`src/fcled_pkg.sv`:
```
// Shared constants, types and register map of the fan status LED sequencer
package fcled_pkg;

  // ==========================================================================
  // Timing
  localparam int unsigned CLK_HZ = 125_000_000;
  localparam int unsigned FAST_FLASH_PER_S = 3;
  localparam int unsigned SLOW_FLASH_PER_S = 1;
  localparam int unsigned SHORT_PAUSE_S = 2;
  localparam int unsigned LONG_PAUSE_S = 5;
  // Each flash is half on, half off
  localparam int unsigned FAST_HALF_CYC = CLK_HZ / (2 * FAST_FLASH_PER_S);
  localparam int unsigned SLOW_HALF_CYC = CLK_HZ / (2 * SLOW_FLASH_PER_S);
  localparam int unsigned SHORT_PAUSE_CYC = CLK_HZ * SHORT_PAUSE_S;
  localparam int unsigned LONG_PAUSE_CYC = CLK_HZ * LONG_PAUSE_S;
  localparam int unsigned TMR_W = 32;

  // ==========================================================================
  // Register map
  localparam int unsigned AXI_AW = 8;
  localparam logic [7:0] OFF_CTRL = 8'h00;
  localparam logic [7:0] OFF_STATUS = 8'h04;
  localparam logic [7:0] OFF_IRQ_STAT = 8'h08;
  localparam logic [7:0] OFF_IRQ_MASK = 8'h0C;
  localparam logic CTRL_EN_RST = 1'h1;
  localparam logic [2:0] IRQ_MASK_RST = 3'h0;
  localparam int unsigned CTRL_EN_BIT = 0;
  localparam int unsigned IRQ_ERR_BIT = 0;
  localparam int unsigned IRQ_DEM_BIT = 1;
  localparam int unsigned IRQ_SEQ_BIT = 2;
  localparam int unsigned ST_STATE_LSB = 0;
  localparam int unsigned ST_STAGE_LSB = 4;
  localparam int unsigned ST_CODE_LSB = 8;
  localparam int unsigned ST_ERRM_BIT = 12;
  localparam int unsigned ST_ERRC_BIT = 13;
  localparam int unsigned ST_RPM_LSB = 16;
  localparam logic [1:0] RESP_OKAY = 2'h0;
  localparam logic [1:0] RESP_SLVERR = 2'h2;

  // ==========================================================================
  // Profile pins, pin 4 in bit 3, ON reads as 1
  localparam logic [3:0] PROF_A = 4'hC;
  localparam logic [3:0] PROF_B = 4'hB;
  localparam logic [3:0] PROF_C = 4'h9;
  localparam logic [9:0] RPM_A_LOW = 10'h1DB;
  localparam logic [9:0] RPM_A_HIGH = 10'h226;
  localparam logic [9:0] RPM_A_RED = 10'h0C8;
  localparam logic [9:0] RPM_B_LOW = 10'h20D;
  localparam logic [9:0] RPM_B_HIGH = 10'h258;
  localparam logic [9:0] RPM_B_RED = 10'h0E1;
  localparam logic [9:0] RPM_C_LOW = 10'h258;
  localparam logic [9:0] RPM_C_HIGH = 10'h2A3;
  localparam logic [9:0] RPM_C_RED = 10'h0E1;
  localparam logic [3:0] CODE_A_LOW = 4'h6;
  localparam logic [3:0] CODE_A_HIGH = 4'h8;
  localparam logic [3:0] CODE_B_LOW = 4'h7;
  localparam logic [3:0] CODE_B_HIGH = 4'h8;
  localparam logic [3:0] CODE_C_LOW = 4'h8;
  localparam logic [3:0] CODE_C_HIGH = 4'h9;
  localparam logic [3:0] CODE_RED = 4'h3;

  // ==========================================================================
  // Types
  // Stage value equals its number of slow flashes
  typedef enum logic [1:0] {
    FCLED_STG_NONE = 2'h0,
    FCLED_STG_LOW = 2'h1,
    FCLED_STG_HIGH = 2'h2,
    FCLED_STG_REDUCED = 2'h3
  } fcled_stage_t;

  typedef enum logic [2:0] {
    FCLED_IDLE = 3'h0,
    FCLED_STG_ON = 3'h1,
    FCLED_STG_OFF = 3'h3,
    FCLED_LPAUSE = 3'h2,
    FCLED_SPD_ON = 3'h6,
    FCLED_SPD_OFF = 3'h7,
    FCLED_SPAUSE = 3'h5,
    FCLED_ERR = 3'h4
  } fcled_state_t;

  typedef struct packed {
    logic awvalid;
    logic [7:0] awaddr;
    logic wvalid;
    logic [31:0] wdata;
    logic [3:0] wstrb;
    logic bready;
    logic arvalid;
    logic [7:0] araddr;
    logic rready;
  } fcled_axil_req_t;

  typedef struct packed {
    logic awready;
    logic wready;
    logic bvalid;
    logic [1:0] bresp;
    logic arready;
    logic rvalid;
    logic [31:0] rdata;
    logic [1:0] rresp;
  } fcled_axil_rsp_t;

endpackage : fcled_pkg

```
`src/fcled_timer.sv`:
```
// Down-counting interval timer for flash and pause lengths
`timescale 1ns/10ps
module fcled_timer #(
  parameter int unsigned W = 32
) (
  input wire logic clk_sys,
  input wire logic rst_n,
  input wire logic load,
  input wire logic [W-1:0] load_val,
  output logic done
);

  logic [W-1:0] cnt_reg;

  // ==========================================================================
  // Counter
  // A load of N gives done N cycles later; a load wins over counting
  always_ff @(posedge clk_sys or negedge rst_n) begin
    if (!rst_n) begin
      cnt_reg <= '0;
    end else if (load) begin
      cnt_reg <= load_val;
    end else if (cnt_reg != '0) begin
      cnt_reg <= cnt_reg - W'(1);
    end
  end

  assign done = (cnt_reg == W'(1));

endmodule : fcled_timer

```
`src/fcled_seq.sv`:
```
// Fan status LED sequencer with speed profile decode and AXI4-Lite registers
//
// Decided for this implementation: the address map and register access over AXI4-Lite.
`timescale 1ns/10ps
module fcled_seq #(
  parameter int unsigned FAST_HALF_CYC = fcled_pkg::FAST_HALF_CYC,
  parameter int unsigned SLOW_HALF_CYC = fcled_pkg::SLOW_HALF_CYC,
  parameter int unsigned SHORT_PAUSE_CYC = fcled_pkg::SHORT_PAUSE_CYC,
  parameter int unsigned LONG_PAUSE_CYC = fcled_pkg::LONG_PAUSE_CYC
) (
  input wire logic clk_sys,
  input wire logic rst_n,
  input wire fcled_pkg::fcled_axil_req_t axil_req,
  output fcled_pkg::fcled_axil_rsp_t axil_rsp,
  input wire logic first_stage_demand,
  input wire logic second_stage_demand,
  input wire logic [3:0] profile_pins,
  input wire logic speed_mismatch,
  input wire logic crc_fail,
  output logic status_led,
  output logic [9:0] motor_drive_rpm,
  output logic irq
);

  localparam int unsigned TW = fcled_pkg::TMR_W;
  localparam logic [TW-1:0] T_FAST = TW'(FAST_HALF_CYC);
  localparam logic [TW-1:0] T_SLOW = TW'(SLOW_HALF_CYC);
  localparam logic [TW-1:0] T_SHORT = TW'(SHORT_PAUSE_CYC);
  localparam logic [TW-1:0] T_LONG = TW'(LONG_PAUSE_CYC);

  // ==========================================================================
  // Stage and profile decode
  fcled_pkg::fcled_stage_t stage_now;
  logic [3:0] code_low;
  logic [3:0] code_high;
  logic [9:0] rpm_low;
  logic [9:0] rpm_high;
  logic [9:0] rpm_red;

  always_comb begin
    unique case ({first_stage_demand, second_stage_demand})
      2'b10: stage_now = fcled_pkg::FCLED_STG_LOW;
      2'b11: stage_now = fcled_pkg::FCLED_STG_HIGH;
      2'b01: stage_now = fcled_pkg::FCLED_STG_REDUCED;
      default: stage_now = fcled_pkg::FCLED_STG_NONE;
    endcase
  end

  // Unknown pin settings give zero speed and low/high code: no drive, and speed flashes only for the reduced stage (CODE_RED)
  always_comb begin
    code_low = 4'h0;
    code_high = 4'h0;
    rpm_low = 10'h000;
    rpm_high = 10'h000;
    rpm_red = 10'h000;
    if (profile_pins == fcled_pkg::PROF_A) begin
      code_low = fcled_pkg::CODE_A_LOW;
      code_high = fcled_pkg::CODE_A_HIGH;
      rpm_low = fcled_pkg::RPM_A_LOW;
      rpm_high = fcled_pkg::RPM_A_HIGH;
      rpm_red = fcled_pkg::RPM_A_RED;
    end else if (profile_pins == fcled_pkg::PROF_B) begin
      code_low = fcled_pkg::CODE_B_LOW;
      code_high = fcled_pkg::CODE_B_HIGH;
      rpm_low = fcled_pkg::RPM_B_LOW;
      rpm_high = fcled_pkg::RPM_B_HIGH;
      rpm_red = fcled_pkg::RPM_B_RED;
    end else if (profile_pins == fcled_pkg::PROF_C) begin
      code_low = fcled_pkg::CODE_C_LOW;
      code_high = fcled_pkg::CODE_C_HIGH;
      rpm_low = fcled_pkg::RPM_C_LOW;
      rpm_high = fcled_pkg::RPM_C_HIGH;
      rpm_red = fcled_pkg::RPM_C_RED;
    end
  end

  // ==========================================================================
  // Motor target, follows the live demand
  always_ff @(posedge clk_sys or negedge rst_n) begin
    if (!rst_n) begin
      motor_drive_rpm <= 10'h000;
    end else begin
      unique case (stage_now)
        fcled_pkg::FCLED_STG_LOW: motor_drive_rpm <= rpm_low;
        fcled_pkg::FCLED_STG_HIGH: motor_drive_rpm <= rpm_high;
        fcled_pkg::FCLED_STG_REDUCED: motor_drive_rpm <= rpm_red;
        fcled_pkg::FCLED_STG_NONE: motor_drive_rpm <= 10'h000;
      endcase
    end
  end

  // ==========================================================================
  // Sequencer
  fcled_pkg::fcled_state_t state_reg;
  fcled_pkg::fcled_state_t state_next;
  fcled_pkg::fcled_stage_t stage_reg;
  logic [3:0] code_reg;
  logic [3:0] code_sel;
  logic [3:0] flash_reg;
  logic [3:0] flash_next;
  logic blink_reg;
  logic blink_next;
  logic tmr_load;
  logic [TW-1:0] tmr_val;
  logic tmr_done;
  logic err_any;
  logic err_q;
  logic ctrl_en_reg;
  logic ev_err;
  logic ev_dem;
  logic ev_seq;

  assign err_any = speed_mismatch | crc_fail;

  always_comb begin
    unique case (stage_now)
      fcled_pkg::FCLED_STG_LOW: code_sel = code_low;
      fcled_pkg::FCLED_STG_HIGH: code_sel = code_high;
      fcled_pkg::FCLED_STG_REDUCED: code_sel = fcled_pkg::CODE_RED;
      fcled_pkg::FCLED_STG_NONE: code_sel = 4'h0;
    endcase
  end

  always_comb begin
    state_next = state_reg;
    flash_next = flash_reg;
    blink_next = blink_reg;
    tmr_load = 1'b0;
    tmr_val = T_FAST;
    if (err_any) begin
      // Error overrides any indication in progress
      if (state_reg != fcled_pkg::FCLED_ERR) begin
        state_next = fcled_pkg::FCLED_ERR;
        tmr_load = 1'b1;
        blink_next = 1'b1;
      end else if (tmr_done) begin
        tmr_load = 1'b1;
        blink_next = ~blink_reg;
      end
    end else begin
      unique case (state_reg)
        fcled_pkg::FCLED_IDLE: begin
          if (ctrl_en_reg && stage_now != fcled_pkg::FCLED_STG_NONE) begin
            state_next = fcled_pkg::FCLED_STG_ON;
            flash_next = {2'h0, stage_now};
            tmr_load = 1'b1;
            tmr_val = T_SLOW;
          end
        end
        fcled_pkg::FCLED_STG_ON: begin
          if (tmr_done) begin
            state_next = fcled_pkg::FCLED_STG_OFF;
            tmr_load = 1'b1;
            tmr_val = T_SLOW;
          end
        end
        fcled_pkg::FCLED_STG_OFF: begin
          if (tmr_done) begin
            tmr_load = 1'b1;
            if (flash_reg > 4'h1) begin
              state_next = fcled_pkg::FCLED_STG_ON;
              flash_next = flash_reg - 4'h1;
              tmr_val = T_SLOW;
            end else begin
              state_next = fcled_pkg::FCLED_LPAUSE;
              tmr_val = T_LONG;
            end
          end
        end
        fcled_pkg::FCLED_LPAUSE: begin
          if (tmr_done) begin
            tmr_load = 1'b1;
            if (code_reg != 4'h0) begin
              state_next = fcled_pkg::FCLED_SPD_ON;
              flash_next = code_reg;
              tmr_val = T_SLOW;
            end else begin
              state_next = fcled_pkg::FCLED_SPAUSE;
              tmr_val = T_SHORT;
            end
          end
        end
        fcled_pkg::FCLED_SPD_ON: begin
          if (tmr_done) begin
            state_next = fcled_pkg::FCLED_SPD_OFF;
            tmr_load = 1'b1;
            tmr_val = T_SLOW;
          end
        end
        fcled_pkg::FCLED_SPD_OFF: begin
          if (tmr_done) begin
            tmr_load = 1'b1;
            if (flash_reg > 4'h1) begin
              state_next = fcled_pkg::FCLED_SPD_ON;
              flash_next = flash_reg - 4'h1;
              tmr_val = T_SLOW;
            end else begin
              state_next = fcled_pkg::FCLED_SPAUSE;
              tmr_val = T_SHORT;
            end
          end
        end
        fcled_pkg::FCLED_SPAUSE: begin
          if (tmr_done) begin
            state_next = fcled_pkg::FCLED_IDLE;
          end
        end
        fcled_pkg::FCLED_ERR: begin
          state_next = fcled_pkg::FCLED_IDLE;
        end
      endcase
    end
  end

  fcled_timer #(
    .W(TW)
  ) u_timer (
    .clk_sys(clk_sys),
    .rst_n(rst_n),
    .load(tmr_load),
    .load_val(tmr_val),
    .done(tmr_done)
  );

  always_ff @(posedge clk_sys or negedge rst_n) begin
    if (!rst_n) begin
      state_reg <= fcled_pkg::FCLED_IDLE;
      flash_reg <= 4'h0;
      blink_reg <= 1'b0;
    end else begin
      state_reg <= state_next;
      flash_reg <= flash_next;
      blink_reg <= blink_next;
    end
  end

  // Stage and code are frozen for a whole pass so a demand change cannot garble a code
  always_ff @(posedge clk_sys or negedge rst_n) begin
    if (!rst_n) begin
      stage_reg <= fcled_pkg::FCLED_STG_NONE;
      code_reg <= 4'h0;
    end else if (ev_dem) begin
      stage_reg <= stage_now;
      code_reg <= code_sel;
    end
  end

  always_ff @(posedge clk_sys or negedge rst_n) begin
    if (!rst_n) begin
      status_led <= 1'b0;
    end else begin
      unique case (state_next)
        fcled_pkg::FCLED_STG_ON, fcled_pkg::FCLED_SPD_ON: status_led <= 1'b1;
        fcled_pkg::FCLED_ERR: status_led <= crc_fail | blink_next;
        default: status_led <= 1'b0;
      endcase
    end
  end

  // ==========================================================================
  // Events
  assign ev_dem = (state_reg == fcled_pkg::FCLED_IDLE) && (state_next == fcled_pkg::FCLED_STG_ON);
  assign ev_seq = (state_reg == fcled_pkg::FCLED_SPAUSE) && (state_next == fcled_pkg::FCLED_IDLE);
  assign ev_err = err_any & ~err_q;

  always_ff @(posedge clk_sys or negedge rst_n) begin
    if (!rst_n) begin
      err_q <= 1'b0;
    end else begin
      err_q <= err_any;
    end
  end

  // ==========================================================================
  // AXI4-Lite slave
  logic aw_got_reg;
  logic w_got_reg;
  logic [7:0] awaddr_reg;
  logic [31:0] wdata_reg;
  logic wstrb0_reg;
  logic bvalid_reg;
  logic [1:0] bresp_reg;
  logic rvalid_reg;
  logic [31:0] rdata_reg;
  logic [1:0] rresp_reg;
  logic [2:0] irq_stat_reg;
  logic [2:0] irq_mask_reg;
  logic do_write;
  logic wr_ok;
  logic [2:0] irq_set;
  logic [2:0] irq_clr;
  logic [31:0] status_word;

  assign do_write = aw_got_reg & w_got_reg & ~bvalid_reg;
  assign wr_ok = do_write & wstrb0_reg;
  assign axil_rsp.awready = ~aw_got_reg & ~bvalid_reg;
  assign axil_rsp.wready = ~w_got_reg & ~bvalid_reg;
  assign axil_rsp.bvalid = bvalid_reg;
  assign axil_rsp.bresp = bresp_reg;
  assign axil_rsp.arready = ~rvalid_reg;
  assign axil_rsp.rvalid = rvalid_reg;
  assign axil_rsp.rdata = rdata_reg;
  assign axil_rsp.rresp = rresp_reg;

  always_ff @(posedge clk_sys or negedge rst_n) begin
    if (!rst_n) begin
      aw_got_reg <= 1'b0;
      w_got_reg <= 1'b0;
      awaddr_reg <= 8'h00;
      wdata_reg <= 32'h0000_0000;
      wstrb0_reg <= 1'b0;
      bvalid_reg <= 1'b0;
      bresp_reg <= fcled_pkg::RESP_OKAY;
    end else begin
      if (axil_req.awvalid && axil_rsp.awready) begin
        aw_got_reg <= 1'b1;
        awaddr_reg <= axil_req.awaddr;
      end
      if (axil_req.wvalid && axil_rsp.wready) begin
        w_got_reg <= 1'b1;
        wdata_reg <= axil_req.wdata;
        wstrb0_reg <= axil_req.wstrb[0];
      end
      if (do_write) begin
        aw_got_reg <= 1'b0;
        w_got_reg <= 1'b0;
        bvalid_reg <= 1'b1;
        unique case (awaddr_reg)
          fcled_pkg::OFF_CTRL, fcled_pkg::OFF_STATUS,
          fcled_pkg::OFF_IRQ_STAT, fcled_pkg::OFF_IRQ_MASK: bresp_reg <= fcled_pkg::RESP_OKAY;
          default: bresp_reg <= fcled_pkg::RESP_SLVERR;
        endcase
      end else if (bvalid_reg && axil_req.bready) begin
        bvalid_reg <= 1'b0;
      end
    end
  end

  always_ff @(posedge clk_sys or negedge rst_n) begin
    if (!rst_n) begin
      ctrl_en_reg <= fcled_pkg::CTRL_EN_RST;
      irq_mask_reg <= fcled_pkg::IRQ_MASK_RST;
    end else if (wr_ok) begin
      if (awaddr_reg == fcled_pkg::OFF_CTRL) begin
        ctrl_en_reg <= wdata_reg[fcled_pkg::CTRL_EN_BIT];
      end
      if (awaddr_reg == fcled_pkg::OFF_IRQ_MASK) begin
        irq_mask_reg <= wdata_reg[2:0];
      end
    end
  end

  // Set beats clear so an event in the clearing cycle is kept
  assign irq_set = {ev_seq, ev_dem, ev_err};
  assign irq_clr = (wr_ok && awaddr_reg == fcled_pkg::OFF_IRQ_STAT) ? wdata_reg[2:0] : 3'h0;

  always_ff @(posedge clk_sys or negedge rst_n) begin
    if (!rst_n) begin
      irq_stat_reg <= 3'h0;
      irq <= 1'b0;
    end else begin
      irq_stat_reg <= (irq_stat_reg & ~irq_clr) | irq_set;
      irq <= |(((irq_stat_reg & ~irq_clr) | irq_set) & irq_mask_reg);
    end
  end

  always_comb begin
    status_word = 32'h0000_0000;
    status_word[fcled_pkg::ST_STATE_LSB +: 3] = state_reg;
    status_word[fcled_pkg::ST_STAGE_LSB +: 2] = stage_reg;
    status_word[fcled_pkg::ST_CODE_LSB +: 4] = code_reg;
    status_word[fcled_pkg::ST_ERRM_BIT] = speed_mismatch;
    status_word[fcled_pkg::ST_ERRC_BIT] = crc_fail;
    status_word[fcled_pkg::ST_RPM_LSB +: 10] = motor_drive_rpm;
  end

  always_ff @(posedge clk_sys or negedge rst_n) begin
    if (!rst_n) begin
      rvalid_reg <= 1'b0;
      rdata_reg <= 32'h0000_0000;
      rresp_reg <= fcled_pkg::RESP_OKAY;
    end else if (axil_req.arvalid && axil_rsp.arready) begin
      rvalid_reg <= 1'b1;
      rresp_reg <= fcled_pkg::RESP_OKAY;
      unique case (axil_req.araddr)
        fcled_pkg::OFF_CTRL: rdata_reg <= {31'h0000_0000, ctrl_en_reg};
        fcled_pkg::OFF_STATUS: rdata_reg <= status_word;
        fcled_pkg::OFF_IRQ_STAT: rdata_reg <= {29'h0000_0000, irq_stat_reg};
        fcled_pkg::OFF_IRQ_MASK: rdata_reg <= {29'h0000_0000, irq_mask_reg};
        default: begin
          rdata_reg <= 32'h0000_0000;
          rresp_reg <= fcled_pkg::RESP_SLVERR;
        end
      endcase
    end else if (rvalid_reg && axil_req.rready) begin
      rvalid_reg <= 1'b0;
    end
  end

endmodule : fcled_seq

```
`config.mk`:
```
export PLATFORM = sky130hd
export DESIGN_NAME = fcled_seq
export DESIGN_NICKNAME = d
export VERILOG_FILES = /design/src/fcled_pkg.sv /design/src/fcled_timer.sv /design/src/fcled_seq.sv
export SDC_FILE = /design/constraint.sdc
export NUM_CORES = 1
export LEC_CHECK = 0
export BUFFER_PORTS_ARGS = -buffer_cell sky130_fd_sc_hd__buf_2
export CAP_MARGIN = 20
export CELL_PAD_IN_SITES_DETAIL_PLACEMENT = 1
export CELL_PAD_IN_SITES_GLOBAL_PLACEMENT = 2
export CORE_MARGIN = 5
export CORE_UTILIZATION = 37
export DETAILED_ROUTE_END_ITERATION = 7
export PLACE_DENSITY_LB_ADDON = 0.1
export SYNTH_ARGS = -nofsm -noshare
export SYNTH_HDL_FRONTEND = slang
export SYNTH_HIERARCHICAL = 1
export SYNTH_SLANG_ARGS = --single-unit
```
`constraint.sdc`:
```
create_clock -name clk_sys -period 7.7 [get_ports clk_sys]
set_input_delay 1.155 -clock clk_sys [delete_from_list [all_inputs] [get_ports clk_sys]]
set_output_delay 1.155 -clock clk_sys [all_outputs]
set_load 0.05 [all_outputs]
```
# --- Yosys cells after proc, flatten, opt, wreduce, memory -nomap -nowiden ---
# Cells that the tools add are included.
# Widths: inputs -> output; s select.
totals:
  memories: 0
  in_bits: 67
  elab_cells: 180
  reg_bits: 118
  mem_bits_rw: 0
  latch_bits: 0
  out_inout_bits: 53
  romBits: 0
op_classes:
  shift: 0
  div_mod_pow: 0
  eq_ne: 32
  n_lt_le_gt_ge: 1
  n_addsub: 2
  bitwise_logic: 19
  reduce_logical: 33
  mul: 0
  muxes: 70
op_table:
  columns: ["operator", "n"]
  rows:
  - ["$pmux 30 s5", 1]
  - ["$mux 28", 4]
  - ["$pmux 26 s4", 1]
  - ["$mux 30", 3]
  - ["$mux 10", 7]
  - ["$mux 32", 2]
  - ["$mux 26", 2]
  - ["$mux 4", 11]
  - ["$pmux 10 s4", 1]
  - ["$eq 32x1->1 const B", 1]
  - ["$eq 8x4->1 const B", 4]
  - ["$reduce_bool 32->1", 1]
  - ["$sub 32x1->32 const B", 1]
  - ["$mux 3", 10]
  - ["$pmux 3 s8", 1]
  - ["$eq 3x3->1 const B", 6]
  - ["$eq 8x3->1 const B", 2]
  - ["$logic_not 8->1", 2]
  - ["$mux 8", 2]
  - ["$pmux 4 s4", 1]
  - ["$mux 1", 15]
  - ["$eq 4x4->1 const B", 3]
  - ["$pmux 4 s3", 1]
  - ["$reduce_bool 2->1", 6]
  - ["other kinds (29)", 69]

# --- Logic depth before layout (Yosys ltp) ---
# Gate-level depths: netlist of the first run.
logic_depth:
  ltp_word: 12
  mapped_depth: 14
  mapped_depth_nobuf: 10

# --- Hierarchy ---
# Netlist of the first run, hierarchy kept.
by_module_without_submodules:
  columns: ["mod", "cells_each", "instances", "area_per_inst_um2", "seq_area_each_um2"]
  rows:
  - ["fcled_seq", 358, 1, 3638.5, 1828.0]
  - ["fcled_timer", 208, 1, 1989.4, 800.8]

# --- Worst setup path before layout of the first run ---
# Ideal clock, no wire load.
synth_path:
  path_type: "reg2reg"
  start: "reg u_timer.cnt_reg[6]"
  end: "reg u_timer.cnt_reg[11]"
  stages_incl_launch_ff: 14
  synth_period_minus_slack_ns: 3.470
  n_path_buf: 5
  t_arrival_ns: 3.346
  setup_slack_ns: 4.230
  path_cell_list: "dfrtp_1 > nor4_4 > nand4_4 > buf_6 > nor4_1 > and3_1 > clkbuf_1 > clkbuf_1 > o21ai_0 > a22oi_1 > clkbuf_1 > inv_1 > clkbuf_1 > mux2_2"
synth_via:
  elab_chain_len: 5
  elab_cells_between_ends: 16
synth_rtl:
  columns: ["element", "line_no", "rtl"]
  rows:
  - ["start, declared", "fcled_timer.sv:13", "logic [W-1:0] cnt_reg;"]
  - ["start signal, assigned", "fcled_timer.sv:22", "cnt_reg <= load_val;"]
  - ["start signal, assigned", "fcled_timer.sv:24", "cnt_reg <= cnt_reg - W'(1);"]
  - ["$eq 32x1->1 *", "fcled_timer.sv:28", "assign done = (cnt_reg == W'(1));"]
  - ["via tmr_done", "fcled_seq.sv:105", "logic tmr_done;"]
  - ["$mux 1 *", null, null]
  - ["$pmux 1 s2 / $mux 1 (equally long branches)", "fcled_seq.sv:141, fcled_seq.sv:132", null]
  - ["$mux 1 *", "fcled_seq.sv:130", "if (err_any) begin"]
  - ["via tmr_load", "fcled_seq.sv:103", "logic tmr_load;"]
  - ["$mux 32 / $reduce_bool 2->1 (equally long branches)", null, null]
# The timed path passes the listed nets; every way through them passes the cells marked *. The select of a mux whose other input is x is not followed.
# A chain may end at the register's enable or synchronous reset.

# --- Worst setup path after layout of the first run ---
layout_path:
  start: "reg u_timer.cnt_reg[6]"
  end: "reg u_timer.cnt_reg[30]"
# Same word-level chain as after synthesis.

==> results of run 1 <==
[kinds of logic after synthesis]
logic type | share of synthesized area
XOR/XNOR | 0.0249
buffers and inverters | 0.0527
other | 0.00133
AND/OR/NAND/NOR | 0.187
adder cells (fa/ha/maj) | 0.0178
multiplexers | 0.0669
flip-flops | 0.467
AO/OA/AOI/OAI | 0.183
[layout by cell type (no fill, tap or decap), types with 3 or more instances in the layout]
cell type	n
dfrtp_1	104
buf_2	73
nand2_1	50
o21ai_0	48
nor2_1	36
mux2_2	28
a21oi_1	23
inv_1	22
conb_1	21
a22o_1	18
xnor2_1	14
nor3_1	13
nor4_1	13
nand3_1	11
o31ai_1	11
clkbuf_16	9
ha_1	8
nor2b_1	7
o21a_1	7
buf_4	7
and3_1	6
a22oi_1	6
a31oi_1	5
mux2i_1	5
a21o_1	5
nand4_1	5
o21ai_1	5
o41ai_1	5
or2_2	4
and2_1	4
or3_1	4
nor3b_1	4
a211o_1	3
nor4_4	3
[per-layer routing]
metal  part of all wire  GRT usage  vias up
met5                  0          0        -
met4             0.0079     0.0297        0
met3              0.053     0.0559       11
met2               0.47      0.290       79
met1               0.47      0.233     2289
li1                   -          -     2163
[metrics by stage]
| step | power, mW | hold slack, ps | setup slack, ps | std cells |
|---|---|---|---|---|
| detailed placement | 1.08 | 482 | 3030 | 814 |
| global route | 1.64 | 528 | 2630 | 830 |
| CTS | 1.58 | 508 | 3030 | 830 |
| global placement | 1.07 | 465 | 3180 | 814 |
| finish | 1.55 | 496 | 3140 | 830 |
| floorplan | 0.985 | 451 | 4230 | 585 |
[worst paths after layout]
check / to / slack (ps)
setup / recovery: u_timer/cnt_reg[30] / 3140
hold / removal: rdata_reg[2] / 500
setup reg to reg: u_timer/cnt_reg[30] / 3140
hold reg to reg: rdata_reg[2] / 500
max in group asynchronous: u_timer/cnt_reg[21] / 5640
min in group asynchronous: blink_reg / 790
[report_power, final]
| group | internal (mW) | total [mW] | switching (mW) |
|---|---|---|---|
| sequential | 0.633 | 0.720 | 0.0879 |
| clock | 0.266 | 0.483 | 0.217 |
| combinational | 0.136 | 0.351 | 0.215 |
[critical path, stage by stage (launching register included)]
cell,delay [ps]
dfrtp_1,430
nor4_4,540
nand4_4,330
nor4_1,430
and3_1,630
o21ai_0,230
a22oi_1,230
buf_4,340
inv_1,440
o21ai_1,560
o21ai_0,200
[final cells by class]
class,instances,area share
flip-flops and latches,105,0.408
clock inverters,4,0.00932
multi-input cells,419,0.430
inverters,22,0.0128
clock buffers,12,0.0382
well taps,188,0.0365
repair buffers,80,0.0648
==> reports/metrics.yaml, run 1 <==
status: "finished clean"
clk_path_buf_depth: 2
multi_input_area_um2: 2770
stdcell_area_um2: 6440
synthArstFlopShare: 1.00
drt_iter0_drc: 203
final_nets: 712
synth.top_cell.area_share: 0.462
die_x_um: 133
min_period_ps: 4560
clkTransAtPathRegs_ps: 70
crit_required_ps: 7900
hp-start: "rdata_reg[2]"
first_pass_iters: 6
ir_drop_v: 0.000142
p_leak_nw: 2.87
fin_skew_ps: 9.55
relSlewSlack: 0.284
wl_per_cell_um: 18.4
gp_congestion: 0.809
drc: 0
critPathLaunchType: "flop"
largest_register_ffs: 32
htreeDepth: 3
wirelength_mm: 15.3
hold_path_depth: 2
die_h_um: 133
synth_top_flop_cell: "dfrtp_1"
antenna_cells: 0
antenna_left: 0
min_path_type: "flop to flop"
yosysMostFrequentCell: "dfrtp_1"
rr_worst_depth: 10
grt_pass1_vias: 4879
hold_buffers: 0
coreArea_um2: 15000
synth_edf_count: 0
grt_overflow: 0
crit_start: "u_timer/cnt_reg[6]"
finalSetupViolCount: 0
worstSetupPathType: "flop to flop"
dp_hpwl_mm: 11.0
seq_area_frac_synth: 0.467
synth_cell_types: 71
synth_top_cell_by_area: "dfrtp_1"
placed_area_um2: 6140
tightest_slew_ps: 1070
clock_latency_ps: 360
ys_ff_latch: 105
final_hold_viol_count: 0
cp_data_arrival_time_ps: 4750
avgSynthCellArea_um2: 9.94
slew_viol_final: 0
grt_pass1_wl_mm: 25.6
synth_common_cells: "dfrtp_1 (104), nand2_1 (50), o21ai_0 (48)"
syn_to_final_growth_pct: 14.5
fin_crit_sh: 0.592
post_cts_buffers: 0
synth.area.top_cells: "dfrtp_1 (46%), mux2_2 (5.6%), o21ai_0 (4.3%)"
timing.setup.tns_ps: 0
path_max_fanout: 28
initial_utilization: 0.374
routed_via_density: 5.47
clock-root-buffer: "clkbuf_16"
syn_area_um2: 5630
yosys_warnings: 6
rsz0062_at_grt: "false"
antenna_found_initial: 0
final_core_util: 0.429
grtUsageTotal: 0.176
cap_violations: 0
fmax_ghz: 0.219
pin_count: 120
std_cell_rows: 45
via_count: 4542
cts_buffers: 9
dieArea_um2: 17800
synth_cells: 566
p_per_area_nw_per_um2: 241
cts_tree: "built"
fill_cells: 1744
r2r-start: "u_timer/cnt_reg[6]"
cts_sinks: 105
port_buffers: 74
grt_start_max_net_pins: 64
crit_path_end_kind: "flop"
drive_above_1_share: 0.224
cts.repair.resized: 0
register_area_um2: 2630
(Power assumes the default switching activity.)
==> run 2, diff against run 1 <==
--- a/config.mk
+++ b/config.mk
@@ -10,7 +10,7 @@
 export CELL_PAD_IN_SITES_DETAIL_PLACEMENT = 1
 export CELL_PAD_IN_SITES_GLOBAL_PLACEMENT = 2
 export CORE_MARGIN = 5
-export CORE_UTILIZATION = 37
+export CORE_UTILIZATION = 34
 export DETAILED_ROUTE_END_ITERATION = 7
 export PLACE_DENSITY_LB_ADDON = 0.1
 export SYNTH_ARGS = -nofsm -noshare
==> constraint.sdc (replaced) <==
create_clock -name clk_sys -period 4.7 [get_ports clk_sys]
set_input_delay 0.705 -clock clk_sys [delete_from_list [all_inputs] [get_ports clk_sys]]
set_output_delay 0.705 -clock clk_sys [all_outputs]
set_load 0.05 [all_outputs]
==> run 2 against run 1 <==
  * Worst hold slack lost 330 ps
  * Setup slack lost 1900 ps
  * Count of clock-buffer cells in the layout is the same
  * Die area grew 8.1%
  * Utilization shrank 3.0 points
  * Combinational power grew 66%
  * Clock skew shrank 1.3 ps
  * Sequential cell count is the same
  * Largest cell class unchanged
==> reports/metrics.yaml, run 2 (synthesis results as in run 1) <==
cts_sinks: 105
crit_start: "u_timer/cnt_reg[25]"
rsz0062_at_grt: "false"
clock_latency_ps: 350
antenna_left: 0
first_pass_iters: 4
gp_congestion: 0.774
cp_data_arrival_time_ps: 3730
crit_path_end_kind: "flop"
crit_buf_inv: 2
cts_tree: "built"
grt_start_max_net_pins: 74
critPathLaunchType: "flop"
cts_buffers: 9
die_x_um: 139
final_cell_mix: "dfrtp_1 (104), buf_2 (73), nand2_1 (50)"
critical_path_depth: 10
grt_pass1_wl_mm: 26.2
drc: 0
clkTransAtPathRegs_ps: 70
relSlewSlack: 0.415
hold_buffers: 0
worstSetupPathType: "flop to flop"
timing.setup.tns_ps: 0
slowest_stage: "nor4_1"
wl_met3_um: 735
pin_count: 120
htreeDepth: 3
crit_family: "simple AND/OR/NAND/NOR gates"
status: "finished clean"
antenna_cells: 0
r2r-start: "u_timer/cnt_reg[25]"
via_count: 4613
ir_drop_v: 0.000233
worstPathCellList: "nor3_1 > nand4b_1 > nor4_1 > and3_1 > buf_4 > nand2_1 > or4_1 > inv_1 > nor2_1 > mux2_2"
wirelength_mm: 15.6
cts.repair.resized: 0
met1_length_mm: 6.93
wl_met2_mm: 7.77
final_hold_viol_count: 0
min_path_type: "input pin to async pin"
stdcell_area_um2: 6540
p_per_area_nw_per_um2: 381
finalSetupViolCount: 0
grt_overflow: 0
path_max_fanout: 16
syn_to_final_growth_pct: 16.2
min_period_ps: 3500
fmax_ghz: 0.286
port_buffers: 74
ff2ff_setup_slack_ps: 1200
final_nets: 720
total_power_mw: 2.49
critPathMaxStageDelay_ps: 530
worst_hold_slack_ps: 166
coreArea_um2: 16400
grtUsageTotal: 0.166
wl_per_cell_um: 17.9
largest_register_ffs: 32
cp-endpoint: "u_timer/cnt_reg[19]"
drive_above_1_share: 0.234
cap_violations: 0
grt_pass1_vias: 4972
rr_worst_depth: 10
drt_iter0_drc: 203
die_h_um: 139
placed_area_um2: 6230
fin_crit_sh: 0.744
clk_path_buf_depth: 2
routed_via_density: 5.30
std_cell_rows: 47
r2r-end: "u_timer/cnt_reg[19]"
post_cts_buffers: 0
initial_utilization: 0.343
dp_hpwl_mm: 11.3
mostFrequentLayoutCell: "dfrtp_1"
fin_skew_ps: 8.24
antenna_found_initial: 0
routed.top_layer: "met4"
dieArea_um2: 19200
slew_viol_final: 0
clock-root-buffer: "clkbuf_16"
crit_required_ps: 4930
final_core_util: 0.399
tightest_slew_ps: 876
p_leak_nw: 2.90
-- run 2: stage by stage --
step / setup slack (ps) / instances
floorplan: 1230 / 585
global placement: 1200 / 853
detailed placement: 1170 / 853
CTS: 1150 / 869
global route: 931 / 870
finish: 1200 / 870
-- run 2: worst min-delay path by stage --
stage | from | end | slack, ps | cells after the start
after floorplan | rst_n | aw_got_reg | 410 | 0
after global placement | rdata_reg[2] | rdata_reg[2] | 460 | 2
after detailed placement | rdata_reg[2] | rdata_reg[2] | 470 | 2
after CTS | rdata_reg[2] | rdata_reg[2] | 500 | 2
after global routing | rst_n | state_reg[2] | 150 | 1
final | rst_n | state_reg[2] | 170 | 1
-- run 2: layer usage --
layer	track usage	vias up
li1	-	2177
met1	0.206	2343
met5	0	-
met3	0.0479	14
met2	0.287	79
met4	0.0386	0
-- run 2: cell type report --
class                           instances  area, um^2
Clock buffer                           12         246
Clock inverter                          4        33.8
Tap cell                              220         275
Inverter                               22        82.6
Sequential cell                       105        2630
Timing Repair Buffer                   88         498
Multi-Input combinational cell        419        2770
Fill cell                            1883        9870
-- run 2: power by group --
part	total, mW	switching (mW)	internal, mW
Combinational	0.581	0.350	0.231
Sequential	1.18	0.143	1.04
Clock	0.733	0.352	0.381
Total	2.49	0.845	1.65
-- run 2: worst register-to-register path, delay by kind of cell (launching register included) --
family                 cells  cell delay [ps]
buffers and inverters      2              430
multiplexers               1              280
flip-flops                 1              400
AND/OR/NAND/NOR            7             2280
